`src/include/plec_cfg.svh`:
```
`ifndef PLEC_CFG_SVH
`define PLEC_CFG_SVH

// Register byte offsets on the Avalon-MM slave.
`define PLEC_OFF_TARGET_LENGTH 6'h00
`define PLEC_OFF_PULSES_PER_METRE 6'h04
`define PLEC_OFF_FINAL_TARGET 6'h08
`define PLEC_OFF_INTER_TARGET 6'h0C
`define PLEC_OFF_RESOLUTION 6'h10
`define PLEC_OFF_LENGTH_MONITOR 6'h14
`define PLEC_OFF_EVENT_MONITOR 6'h18
`define PLEC_OFF_IRQ_STATUS 6'h1C
`define PLEC_OFF_IRQ_MASK 6'h20
`define PLEC_OFF_FLAGS 6'h24
`define PLEC_OFF_FAST_SELECT 6'h28

// Reset values.
`define PLEC_RST_TARGET_LENGTH 16'h03E8
`define PLEC_RST_PULSES_PER_METRE 16'h03E8
`define PLEC_RST_FINAL_TARGET 16'h03E8
`define PLEC_RST_INTER_TARGET 16'h03E8
`define PLEC_RST_RESOLUTION 16'h0000
`define PLEC_RST_IRQ_MASK 3'h0
`define PLEC_RST_FAST_SELECT 16'h0000

// Fast input function codes.
`define PLEC_FSEL_EVENT 16'h0023
`define PLEC_FSEL_LENGTH 16'h0026

// Status, mask and flag bit positions.
`define PLEC_BIT_LENGTH 0
`define PLEC_BIT_INTER 1
`define PLEC_BIT_FINAL 2

// Counter limit and length scale factors (pulses per metre is held in tenths).
`define PLEC_COUNT_MAX 16'hFFFF
`define PLEC_SCALE_RES0 16'h000A
`define PLEC_SCALE_RES1 16'h0064
`define PLEC_SCALE_RES2 16'h03E8
`define PLEC_SCALE_RES3 16'h2710

`endif

```
`src/include/plec_pkg.sv`:
```
package plec_pkg;

  typedef logic [15:0] plec_word_t;

  typedef logic [2:0] plec_flags_t;

  typedef enum logic {
    PLEC_BUS_IDLE,
    PLEC_BUS_ANSWER
  } plec_bus_e;

endpackage : plec_pkg

```
`src/hw/plec_sat_counter.sv`:
```
`timescale 1ns/1ps
`default_nettype none

`include "plec_cfg.svh"

module plec_sat_counter (
  // Clock and reset
  input wire logic clk_in,
  input wire logic rst_in,
  // Control
  input wire logic clear_in,
  input wire logic step_in,
  input wire logic hold_in,
  // Count
  output plec_pkg::plec_word_t count_out
);

  plec_pkg::plec_word_t count_reg;

  // Clear beats a step arriving in the same cycle, so a cleared count never starts at one.
  always_ff @(posedge clk_in) begin
    if (rst_in || clear_in) begin
      count_reg <= 16'h0000;
    end else if (step_in && !hold_in && count_reg != `PLEC_COUNT_MAX) begin
      count_reg <= count_reg + 16'h0001;
    end
  end

  assign count_out = count_reg;

endmodule : plec_sat_counter

`default_nettype wire

```
`src/hw/plec_top.sv`:
```
// Operation
// Length pulses from a digital input terminal are counted before any length setting matters.
// The measured length is the pulse total divided by pulses per metre and is unmet while below the set length.
// When the measured length reaches or passes the set length the length-reached output goes high.
// The length clear input zeroes the length count and drops the length-reached output.
// The pulse source must use the fast input terminal for rates above about 250 Hz.
// The present length count can be read back at any time.
// The event counter counts pulses from a digital input terminal and signals when a configured value is reached.
// The intermediate-reached output is high while the event count is not below the intermediate target.
// Counting goes on past the intermediate target and stops at the final target, which raises the final output.
// The counter clear input zeroes the event count and drops both reached outputs.
// The present event count can be read back in real time.
// With both event targets zero the event counter is off, and only one terminal feeds each counter.
// Each counter saturates at the top of its 16-bit range instead of wrapping.
//
// The placing of the registers and the Avalon-MM interface to the registers were left to the implementer.
`timescale 1ns/1ps
`default_nettype none

`include "plec_cfg.svh"

module plec_top (
  // Clock and reset
  input wire logic clk_in,
  input wire logic rst_in,
  // Avalon-MM slave
  input wire logic [5:0] avs_address_in,
  input wire logic avs_read_in,
  input wire logic avs_write_in,
  input wire logic [31:0] avs_writedata_in,
  input wire logic [3:0] avs_byteenable_in,
  output logic [31:0] avs_readdata_out,
  output logic avs_waitrequest_out,
  // Pulse and clear inputs
  input wire logic length_pulse_in,
  input wire logic event_pulse_in,
  input wire logic fast_pulse_input_in,
  input wire logic length_clear_in,
  input wire logic event_clear_in,
  // Reach outputs and interrupt
  output logic length_reached_out,
  output logic intermediate_reached_out,
  output logic final_reached_out,
  output logic irq_out
);

  plec_pkg::plec_word_t target_length_reg;
  plec_pkg::plec_word_t pulses_per_metre_reg;
  plec_pkg::plec_word_t final_count_target_reg;
  plec_pkg::plec_word_t intermediate_count_target_reg;
  plec_pkg::plec_word_t length_resolution_select_reg;
  plec_pkg::plec_word_t fast_input_function_select_reg;
  plec_pkg::plec_flags_t irq_mask_reg;
  plec_pkg::plec_flags_t irq_status_reg;
  plec_pkg::plec_flags_t irq_status_next;
  plec_pkg::plec_bus_e bus_state_reg;
  logic [31:0] readdata_reg;
  logic [31:0] readdata_next;

  logic length_src;
  logic event_src;
  logic length_src_reg;
  logic event_src_reg;
  logic length_step;
  logic event_step;
  plec_pkg::plec_word_t length_count_monitor;
  plec_pkg::plec_word_t event_count_monitor;
  plec_pkg::plec_word_t length_scale;
  logic [31:0] length_scaled;
  logic [31:0] length_target_scaled;
  logic length_met;
  logic event_enabled;
  logic event_hold;
  logic length_reached_reg;
  logic intermediate_reached_reg;
  logic final_reached_reg;
  logic length_reached_next;
  logic intermediate_reached_next;
  logic final_reached_next;
  logic bus_req;
  logic bus_done;
  logic wr_done;
  logic rd_done;

  function automatic plec_pkg::plec_word_t plec_merge(
    input plec_pkg::plec_word_t old_value,
    input logic [31:0] data,
    input logic [3:0] lanes
  );
    plec_pkg::plec_word_t merged;
    merged = old_value;
    if (lanes[0]) begin
      merged[7:0] = data[7:0];
    end
    if (lanes[1]) begin
      merged[15:8] = data[15:8];
    end
    return merged;
  endfunction : plec_merge

  // Bus handshake: every access is answered in its second cycle, so read data is settled a full cycle early.
  assign bus_req = avs_read_in || avs_write_in;
  assign bus_done = bus_req && (bus_state_reg == plec_pkg::PLEC_BUS_ANSWER);
  assign wr_done = avs_write_in && bus_done;
  assign rd_done = avs_read_in && bus_done;
  assign avs_waitrequest_out = bus_req && (bus_state_reg != plec_pkg::PLEC_BUS_ANSWER);

  always_ff @(posedge clk_in) begin
    if (rst_in) begin
      bus_state_reg <= plec_pkg::PLEC_BUS_IDLE;
    end else begin
      case (bus_state_reg)
        plec_pkg::PLEC_BUS_IDLE: begin
          if (bus_req) begin
            bus_state_reg <= plec_pkg::PLEC_BUS_ANSWER;
          end
        end
        plec_pkg::PLEC_BUS_ANSWER: begin
          bus_state_reg <= plec_pkg::PLEC_BUS_IDLE;
        end
        default: begin
          bus_state_reg <= plec_pkg::PLEC_BUS_IDLE;
        end
      endcase
    end
  end

  // Software settings.
  always_ff @(posedge clk_in) begin
    if (rst_in) begin
      target_length_reg <= `PLEC_RST_TARGET_LENGTH;
      pulses_per_metre_reg <= `PLEC_RST_PULSES_PER_METRE;
      final_count_target_reg <= `PLEC_RST_FINAL_TARGET;
      intermediate_count_target_reg <= `PLEC_RST_INTER_TARGET;
      length_resolution_select_reg <= `PLEC_RST_RESOLUTION;
      fast_input_function_select_reg <= `PLEC_RST_FAST_SELECT;
      irq_mask_reg <= `PLEC_RST_IRQ_MASK;
    end else if (wr_done) begin
      case (avs_address_in)
        `PLEC_OFF_TARGET_LENGTH: begin
          target_length_reg <= plec_merge(target_length_reg, avs_writedata_in, avs_byteenable_in);
        end
        `PLEC_OFF_PULSES_PER_METRE: begin
          pulses_per_metre_reg <= plec_merge(pulses_per_metre_reg, avs_writedata_in, avs_byteenable_in);
        end
        `PLEC_OFF_FINAL_TARGET: begin
          final_count_target_reg <= plec_merge(final_count_target_reg, avs_writedata_in, avs_byteenable_in);
        end
        `PLEC_OFF_INTER_TARGET: begin
          intermediate_count_target_reg <= plec_merge(intermediate_count_target_reg, avs_writedata_in,
            avs_byteenable_in);
        end
        `PLEC_OFF_RESOLUTION: begin
          length_resolution_select_reg <= plec_merge(length_resolution_select_reg, avs_writedata_in,
            avs_byteenable_in);
        end
        `PLEC_OFF_FAST_SELECT: begin
          fast_input_function_select_reg <= plec_merge(fast_input_function_select_reg, avs_writedata_in,
            avs_byteenable_in);
        end
        `PLEC_OFF_IRQ_MASK: begin
          if (avs_byteenable_in[0]) begin
            irq_mask_reg <= avs_writedata_in[2:0];
          end
        end
        default: begin
        end
      endcase
    end
  end

  // Read data is captured on the first cycle of a read and stands through the answer cycle.
  always_comb begin
    readdata_next = 32'h00000000;
    case (avs_address_in)
      `PLEC_OFF_TARGET_LENGTH: readdata_next[15:0] = target_length_reg;
      `PLEC_OFF_PULSES_PER_METRE: readdata_next[15:0] = pulses_per_metre_reg;
      `PLEC_OFF_FINAL_TARGET: readdata_next[15:0] = final_count_target_reg;
      `PLEC_OFF_INTER_TARGET: readdata_next[15:0] = intermediate_count_target_reg;
      `PLEC_OFF_RESOLUTION: readdata_next[15:0] = length_resolution_select_reg;
      `PLEC_OFF_FAST_SELECT: readdata_next[15:0] = fast_input_function_select_reg;
      `PLEC_OFF_LENGTH_MONITOR: readdata_next[15:0] = length_count_monitor;
      `PLEC_OFF_EVENT_MONITOR: readdata_next[15:0] = event_count_monitor;
      `PLEC_OFF_IRQ_STATUS: readdata_next[2:0] = irq_status_reg;
      `PLEC_OFF_IRQ_MASK: readdata_next[2:0] = irq_mask_reg;
      `PLEC_OFF_FLAGS: readdata_next[2:0] = {final_reached_reg, intermediate_reached_reg, length_reached_reg};
      default: readdata_next = 32'h00000000;
    endcase
  end

  always_ff @(posedge clk_in) begin
    if (rst_in) begin
      readdata_reg <= 32'h00000000;
    end else if (avs_read_in && !bus_done) begin
      readdata_reg <= readdata_next;
    end
  end

  assign avs_readdata_out = readdata_reg;

  // One pin feeds each counter; the fast terminal replaces the ordinary one when selected.
  assign length_src = (fast_input_function_select_reg == `PLEC_FSEL_LENGTH) ? fast_pulse_input_in
    : length_pulse_in;
  assign event_src = (fast_input_function_select_reg == `PLEC_FSEL_EVENT) ? fast_pulse_input_in
    : event_pulse_in;

  always_ff @(posedge clk_in) begin
    if (rst_in) begin
      length_src_reg <= 1'b0;
      event_src_reg <= 1'b0;
    end else begin
      length_src_reg <= length_src;
      event_src_reg <= event_src;
    end
  end

  assign length_step = length_src && !length_src_reg;
  assign event_step = event_src && !event_src_reg;

  plec_sat_counter u_length_counter (
    .clk_in(clk_in),
    .rst_in(rst_in),
    .clear_in(length_clear_in),
    .step_in(length_step),
    .hold_in(1'b0),
    .count_out(length_count_monitor)
  );

  // Length is compared without a divider: N / (ppm / 10) >= L / 10^res, cross-multiplied.
  always_comb begin
    case (length_resolution_select_reg[1:0])
      2'h0: length_scale = `PLEC_SCALE_RES0;
      2'h1: length_scale = `PLEC_SCALE_RES1;
      2'h2: length_scale = `PLEC_SCALE_RES2;
      2'h3: length_scale = `PLEC_SCALE_RES3;
      default: length_scale = `PLEC_SCALE_RES0;
    endcase
  end

  assign length_scaled = {16'h0000, length_count_monitor} * {16'h0000, length_scale};
  assign length_target_scaled = {16'h0000, target_length_reg} * {16'h0000, pulses_per_metre_reg};
  // A zero factor would make every length infinite, so it never counts as met.
  assign length_met = (pulses_per_metre_reg != 16'h0000) && (length_scaled >= length_target_scaled);

  assign length_reached_next = !length_clear_in && length_met;

  assign event_enabled = (final_count_target_reg != 16'h0000) || (intermediate_count_target_reg != 16'h0000);
  assign event_hold = !event_enabled || (event_count_monitor >= final_count_target_reg);

  plec_sat_counter u_event_counter (
    .clk_in(clk_in),
    .rst_in(rst_in),
    .clear_in(event_clear_in),
    .step_in(event_step),
    .hold_in(event_hold),
    .count_out(event_count_monitor)
  );

  assign intermediate_reached_next = !event_clear_in && event_enabled
    && (event_count_monitor >= intermediate_count_target_reg);
  assign final_reached_next = !event_clear_in && event_enabled
    && (event_count_monitor >= final_count_target_reg);

  always_ff @(posedge clk_in) begin
    if (rst_in) begin
      length_reached_reg <= 1'b0;
      intermediate_reached_reg <= 1'b0;
      final_reached_reg <= 1'b0;
    end else begin
      length_reached_reg <= length_reached_next;
      intermediate_reached_reg <= intermediate_reached_next;
      final_reached_reg <= final_reached_next;
    end
  end

  assign length_reached_out = length_reached_reg;
  assign intermediate_reached_out = intermediate_reached_reg;
  assign final_reached_out = final_reached_reg;

  // Only bits captured by the read are cleared, so a rise in the answer cycle survives.
  always_comb begin
    irq_status_next = irq_status_reg;
    if (rd_done && avs_address_in == `PLEC_OFF_IRQ_STATUS) begin
      irq_status_next = irq_status_reg & ~readdata_reg[2:0];
    end
    if (length_reached_next && !length_reached_reg) begin
      irq_status_next[`PLEC_BIT_LENGTH] = 1'b1;
    end
    if (intermediate_reached_next && !intermediate_reached_reg) begin
      irq_status_next[`PLEC_BIT_INTER] = 1'b1;
    end
    if (final_reached_next && !final_reached_reg) begin
      irq_status_next[`PLEC_BIT_FINAL] = 1'b1;
    end
  end

  always_ff @(posedge clk_in) begin
    if (rst_in) begin
      irq_status_reg <= 3'h0;
    end else begin
      irq_status_reg <= irq_status_next;
    end
  end

  assign irq_out = |(irq_status_reg & irq_mask_reg);
endmodule : plec_top

`default_nettype wire

```
`config.mk`:
```
export PLATFORM = sky130hd
export DESIGN_NAME = plec_top
export DESIGN_NICKNAME = d
export VERILOG_FILES = /design/src/include/plec_pkg.sv /design/src/hw/plec_sat_counter.sv /design/src/hw/plec_top.sv
export VERILOG_INCLUDE_DIRS = /design/src /design/src/include
export SDC_FILE = /design/constraint.sdc
export NUM_CORES = 1
export LEC_CHECK = 0
export ABC_CLOCK_PERIOD_IN_PS = 9050
export BUFFER_PORTS_ARGS = -buffer_cell sky130_fd_sc_hd__buf_4
export CORE_MARGIN = 2
export CORE_UTILIZATION = 45
export CTS_CLUSTER_SIZE = 25
export DETAILED_ROUTE_END_ITERATION = 12
export SLEW_MARGIN = 40
export SYNTH_ARGS = -nofsm -noshare
export SYNTH_HDL_FRONTEND = slang
export SYNTH_SLANG_ARGS = --single-unit
```
`constraint.sdc`:
```
create_clock -name clk_in -period 9.05 [get_ports clk_in]
set_input_delay 1.81 -clock clk_in [delete_from_list [all_inputs] [get_ports clk_in]]
set_output_delay 1.81 -clock clk_in [all_outputs]
set_load 0.01 [all_outputs]
```
Word-level counts from Yosys, hierarchy flattened

Index checks and enable logic that the tools add are counted.

Bitwise operators: 4
$mul: 2
Multiplexer cells: 11
$lt $le $gt $ge: 3
Eq/ne operators: 17
Add/sub/neg operators: 2
Reduce and logical (&&, ||, !) cells: 56

Operator list:

| operator                                              | number |
|---|---|
| case mux 13 bit (8 select lines)                      | 1 |
| multiplier 16 x 16 -> 32 bit                          | 2 |
| case mux 16 bit (4 select lines)                      | 1 |
| nonzero test 16 bit                                   | 3 |
| AND reduction 3 bit                                   | 13 |
| case mux 3 bit (11 select lines)                      | 1 |
| adder 16 x 1 -> 16 bit (second input constant)        | 2 |
| equality test 16 x 6 -> 1 bit (second input constant) | 2 |
| greater-or-equal comparator 16 bit                    | 2 |
| greater-or-equal comparator 32 bit                    | 1 |
| != test 16 bit (second input constant)                | 2 |
| equality test 6 x 5 -> 1 bit (second input constant)  | 4 |
| logical AND 1 bit                                     | 19 |
| equality test 6 bit (second input constant)           | 3 |
| equality test 6 x 4 -> 1 bit (second input constant)  | 2 |
| logical NOT 1 bit                                     | 10 |
| bitwise AND 3 bit                                     | 2 |
| equality test 6 x 3 -> 1 bit (second input constant)  | 1 |
| logical NOT 6 bit                                     | 1 |
| two-way mux 1 bit                                     | 6 |
| nonzero test 2 bit                                    | 3 |
| logical OR 1 bit                                      | 5 |
| equality test 2 bit (second input constant)           | 2 |
| two-way mux 3 bit                                     | 1 |
| 6 further kinds                                       | 6 |

Output and inout bits: 37
Flip-flop bits (word level): 156
Input bits: 51
Word-level logic and storage cells: 120

Longest topological paths before layout

Depth after elaboration: 8
Gate-level depth with buffers: 34
Depth with buffers taken out: 32

By module

From an unflattened synthesis, not the netlist that was laid out.

Cell total of the unflattened synthesis: 2753
Area total of the unflattened synthesis: 23557.6 um2

By module, submodules not included:

| module           | instances | cells each | area an instance (um2) | sequential area each (um2) |
|---|---|---|---|---|
| plec_top         | 1         | 2555       | 21825.9                | 2482.4 |
| plec_sat_counter | 2         | 99         | 865.8                  | 320.3 |

Worst setup path after synthesis

No wires, ideal clock.

Kind: register to register
Start: register length_resolution_select_reg[1]
End: register irq_status_reg[0]
Data arrival time: 7.422 ns
Library setup time: 0.123 ns
Stages on the path, launching flop included: 31
Path buffers: 2
Required time: 8.927 ns
Period minus slack after synthesis: 7.545 ns
Path slack: 1.505 ns
Cells stage by stage: dfxtp_1 -> clkbuf_1 -> inv_1 -> ha_1 -> clkbuf_1 -> nand2_1 -> fa_1 -> fa_1 -> inv_1 -> fa_1 -> fa_1 -> fa_1 -> inv_1 -> fa_1 -> inv_1 -> ha_1 -> a21o_1 -> a211oi_1 -> nand2_1 -> o21ai_0 -> nor2_1 -> a311oi_1 -> nor2_1 -> ha_1 -> a21o_1 -> a21o_1 -> a21oi_1 -> nand2_1 -> a41o_1 -> o211ai_1 -> o31ai_1

Word-level cells in the longest chain between the ends: 8
Elaborated cells between the ends (all ways): 12
Those cells by class: mul: 1; order compare: 1; eq/ne: 3; mux: 2; reduce/logical: 5

Ends and longest elaborated chain:

| element                                                 | line            | source |
|---|---|---|
| from (decl)                                             | plec_top.sv:51  | `plec_pkg::plec_word_t length_resolution_select_reg;` |
| from (signal assigned)                                  | plec_top.sv:135 | `` length_resolution_select_reg <= `PLEC_RST_RESOLUTION; `` |
| from (signal assigned)                                  | plec_top.sv:154 | `length_resolution_select_reg <= plec_merge(length_resolution_select_reg, avs_writedata_in,` |
| equality test 2 bit (tied with other cells)             | plec_top.sv:231 | `case (length_resolution_select_reg[1:0])` |
| case mux 16 bit (4 select lines) *                      | plec_top.sv:231 |  |
| multiplier 16 x 16 -> 32 bit *                          | plec_top.sv:240 | `assign length_scaled = {16'h0000, length_count_monitor} * {16'h0000, length_scale};` |
| greater-or-equal comparator 32 bit *                    | plec_top.sv:243 | `assign length_met = (pulses_per_metre_reg != 16'h0000) && (length_scaled >= length_target_scaled);` |
| logical AND 1 bit *                                     | plec_top.sv:243 |  |
| logical AND 1 bit *                                     | plec_top.sv:245 | `assign length_reached_next = !length_clear_in && length_met;` |
| logical AND 1 bit *                                     | plec_top.sv:286 | `if (length_reached_next && !length_reached_reg) begin` |
| two-way mux 1 bit or nonzero test 2 bit (tied branches) | --              |  |
| to (signal assigned)                                    | plec_top.sv:301 | `irq_status_reg <= irq_status_next;` |
| to (decl)                                               | plec_top.sv:54  | `plec_pkg::plec_flags_t irq_status_reg;` |

Every way passes the cells marked *; elsewhere a longest branch is shown, timed or not. The select of a mux whose other input is x is not followed.
A chain may end at the register's enable or synchronous reset.

Worst setup path after layout

Ends and elaborated chain as after synthesis.

==> flow_summary.toml <==
[sta]
setup_viol = 0
fin_ws_ns = 0.864
max_slew.worst_pin.slew_ns = 0.899
rsz0062_at_grt = "no"
relSlewSlack_pct = 40.0
period_share_pct = 90.5
final-max-slew-violation-count = 0
clock_skew_ns = 0.00846
setup-tns-final_ns = 0
hold_viol_final = 0
fin_crit_ns = 8.19
fmax_mhz = 122

[power_and_ir_drop]
vdd.ir_drop.worst_v = 0.0000987
p_leak_uw = 0.0125
power_density_nw_per_um2 = 65.5

[final_layout]
area_delta_synth_final_pct = 6.94
diodes = 0
final_area_um2 = 24800
fillers = 5019
seqCellArea_um2 = 3140
final_core_util_pct = 48.5
layout-drive-gt1-share_pct = 5.83
nNetsFinal = 3393
multi_input_area_um2 = 17700

[hold_path]
min_path_type = "reg2reg"
min_from = "length_resolution_select_reg[4]"

[synth]
syn_area_um2 = 23200
async_flop_share_pct = 0
synth_enable_flop_cells = 0
syn_avg_cell_area_um2 = 8.41
synthFlopType = "dfxtp_1"
ys_types = 69
syn_inst = 2753
ys_warn_count = 0
ys_ff_latch = 156
synth-seq-area-share_pct = 13.5

[place]
placed_cell_area_um2 = 24100
port_buffers = 53
dpl.hpwl_mm = 53.5
place_ws_ns = 0.809
gp_congestion = 0.928

[setup_path]
r2r-start = "length_resolution_select_reg[1]"
cpMostUsedCell = "fa_1"
path_class = "reg2reg"
reg2reg_slack_ns = 0.86
worstPathRequired_ns = 9.37
cpMaxStageDelayCell = "ha_1"
reg2regPathDepth = 31
endpoint_kind = "register"
cp_data_arrival_time_ns = 8.51
r2r-end = "irq_status_reg[0]"
crit_start = "length_resolution_select_reg[1]"
slowest_delay_ns = 0.66
start_kind = "register"
cp-endpoint = "irq_status_reg[0]"
crit_fanout = 18

[drt]
drt-vias-per-instance = 5.56
wl_per_cell_um = 19.6
drcViolationCount = 0
ant_nets = 0
routed_wl_mm = 67.0
first_iter_violations = 1592
drt_pass1_iterations = 6
vias = 19034

[cts]
cts_sinks = 156
h-tree-depth = 4
cts_tree = "built"
root_buffer = "clkbuf_16"
cts_max_path_buffers = 2
clkLatencyLatePin_ns = 0.44
postCtsResizedCells = 0
clkSlewWorstSetupHoldPaths_ns = 0.06
ctsHoldBuffers = 0
postCtsSetupRepairBufs = 0
cts_buffers = 17

[grt]
grt_pass1_vias = 19713
gr-usage-all-layers_pct = 25.7
grt_pass1_wl_mm = 108
grt_start_max_net_pins = 60
overflow = 0
antenna_found_initial = 1

[die]
rows = 83
start_util_pct = 45.3
die_h_um = 231
dieArea_um2 = 53300
dieWidth_um = 231
num_io_pins = 88
coreArea_um2 = 51100

[run_status]
status = "finished clean"

[flow_run]
cap_violations = 0
per-stage QoR:
stage / std cells / power, uW / hold slack (ns)
final: 3425 / 1620 / 0.455
after global routing: 3425 / 1670 / 0.484
after CTS: 3425 / 1620 / 0.456
after detailed placement: 3394 / 883 / 0.447
after global placement: 3394 / 881 / 0.441
after floorplan: 2768 / 818 / 0.436
metal layers:
layer  track usage [%]  part of all wire (%)  vias up
met5                 0                     0        -
met4              7.58                   2.7        0
li1                  -                     -     8793
met3              2.93                   6.3      130
met2              43.1                    47      644
met1              35.0                    44     9467
cell usage after synthesis (15+ instances only):
library cell    n  area share (%)
a21o_1         47             1.5
nor2_1        116             1.9
dfxtp_1       156              13
o211ai_1       16            0.52
xnor2_1        42             1.6
mux2i_1        27             1.2
fa_1          317              27
nor4_1         21            0.57
nand3_1        66             1.4
a21oi_1       125             2.7
and2_1        164             4.4
nand2_1       405             6.6
nor2b_1        15            0.41
inv_1         467             7.6
ha_1          292              16
clkbuf_1      112             1.8
xor2_1         31             1.2
a221oi_1       22            0.83
nor3_1         26            0.56
a211oi_1       22            0.71
buf_4          16            0.52
nand4_1        22            0.59
o21ai_0        54             1.2
cells by family (layout without fill, tap and decap cells):
logic type               Yosys count  after routing  synth area share [%]
other                              1             16                0.0162
adder cells (fa/ha/maj)          609            609                  43.2
AND/OR/NAND/NOR                  899            899                  18.5
AO/OA/AOI/OAI                    376            376                  10.6
multiplexers                      29             29                  1.26
buffers and inverters            610            587                  10.2
flip-flops                       156            156                  13.5
XOR/XNOR                          73             73                  2.76
area by class of cell:
class / instances / share of cell area, %
inverter: 467 / 7.08
clock inverter: 12 / 0.662
clock buffer: 19 / 1.79
timing repair buffer: 89 / 2.70
multi-input combinational: 2002 / 71.7
sequential: 156 / 12.7
tap: 680 / 3.44
cell usage in the layout (no fill, tap or decap), types with 11 or more instances in the layout:
| master | synthesis | routed |
|---|---|---|
| nor3_1 | 26 | 24 |
| xor2_1 | 31 | 31 |
| dfxtp_1 | 156 | 146 |
| nor4_1 | 21 | 21 |
| conb_1 | 1 | 16 |
| nand4_1 | 22 | 22 |
| nand2_1 | 405 | 405 |
| nor2b_1 | 15 | 15 |
| o21ai_0 | 54 | 54 |
| and2_1 | 164 | 164 |
| clkbuf_16 | 0 | 17 |
| a211oi_1 | 22 | 22 |
| buf_4 | 16 | 89 |
| nand3_1 | 66 | 66 |
| o211ai_1 | 16 | 16 |
| o21a_1 | 11 | 11 |
| fa_1 | 317 | 317 |
| mux2i_1 | 27 | 27 |
| a21oi_1 | 125 | 125 |
| a22oi_1 | 11 | 11 |
| xnor2_1 | 42 | 42 |
| ha_1 | 292 | 291 |
| or2_2 | 11 | 11 |
| nor2_1 | 116 | 115 |
| inv_1 | 467 | 466 |
| a21o_1 | 47 | 47 |
| a221oi_1 | 22 | 22 |
where the power goes:
group	leakage [uW]	total [uW]	internal [uW]	switching, uW
clock network	0.000288	753	443	309
logic	0.0110	169	59.5	110
registers	0.00126	700	693	7.86
total	0.0125	1620	1200	427
how the worst min path moves through the flow:
stage / endpoint / slack [ns] / depth (start not counted)
2_1_floorplan: length_resolution_select_reg[3] / 0.44 / 2
3_3_place_gp: length_resolution_select_reg[2] / 0.44 / 2
3_5_place_dp: length_resolution_select_reg[4] / 0.45 / 2
4_1_cts: length_resolution_select_reg[4] / 0.46 / 2
5_1_grt: length_resolution_select_reg[3] / 0.48 / 2
6_report: length_resolution_select_reg[4] / 0.46 / 2
critical path: cells and delay by family, from the launching register on:
| kind | cells | cell delay, ns |
|---|---|---|
| flip-flops | 1 | 0.34 |
| XOR/XNOR | 1 | 0.12 |
| AND/OR/NAND/NOR | 2 | 0.28 |
| AO/OA/AOI/OAI | 13 | 2.56 |
| buffers and inverters | 6 | 0.54 |
| adder cells (fa/ha/maj) | 9 | 4.21 |
(Power assumes the default switching activity.)
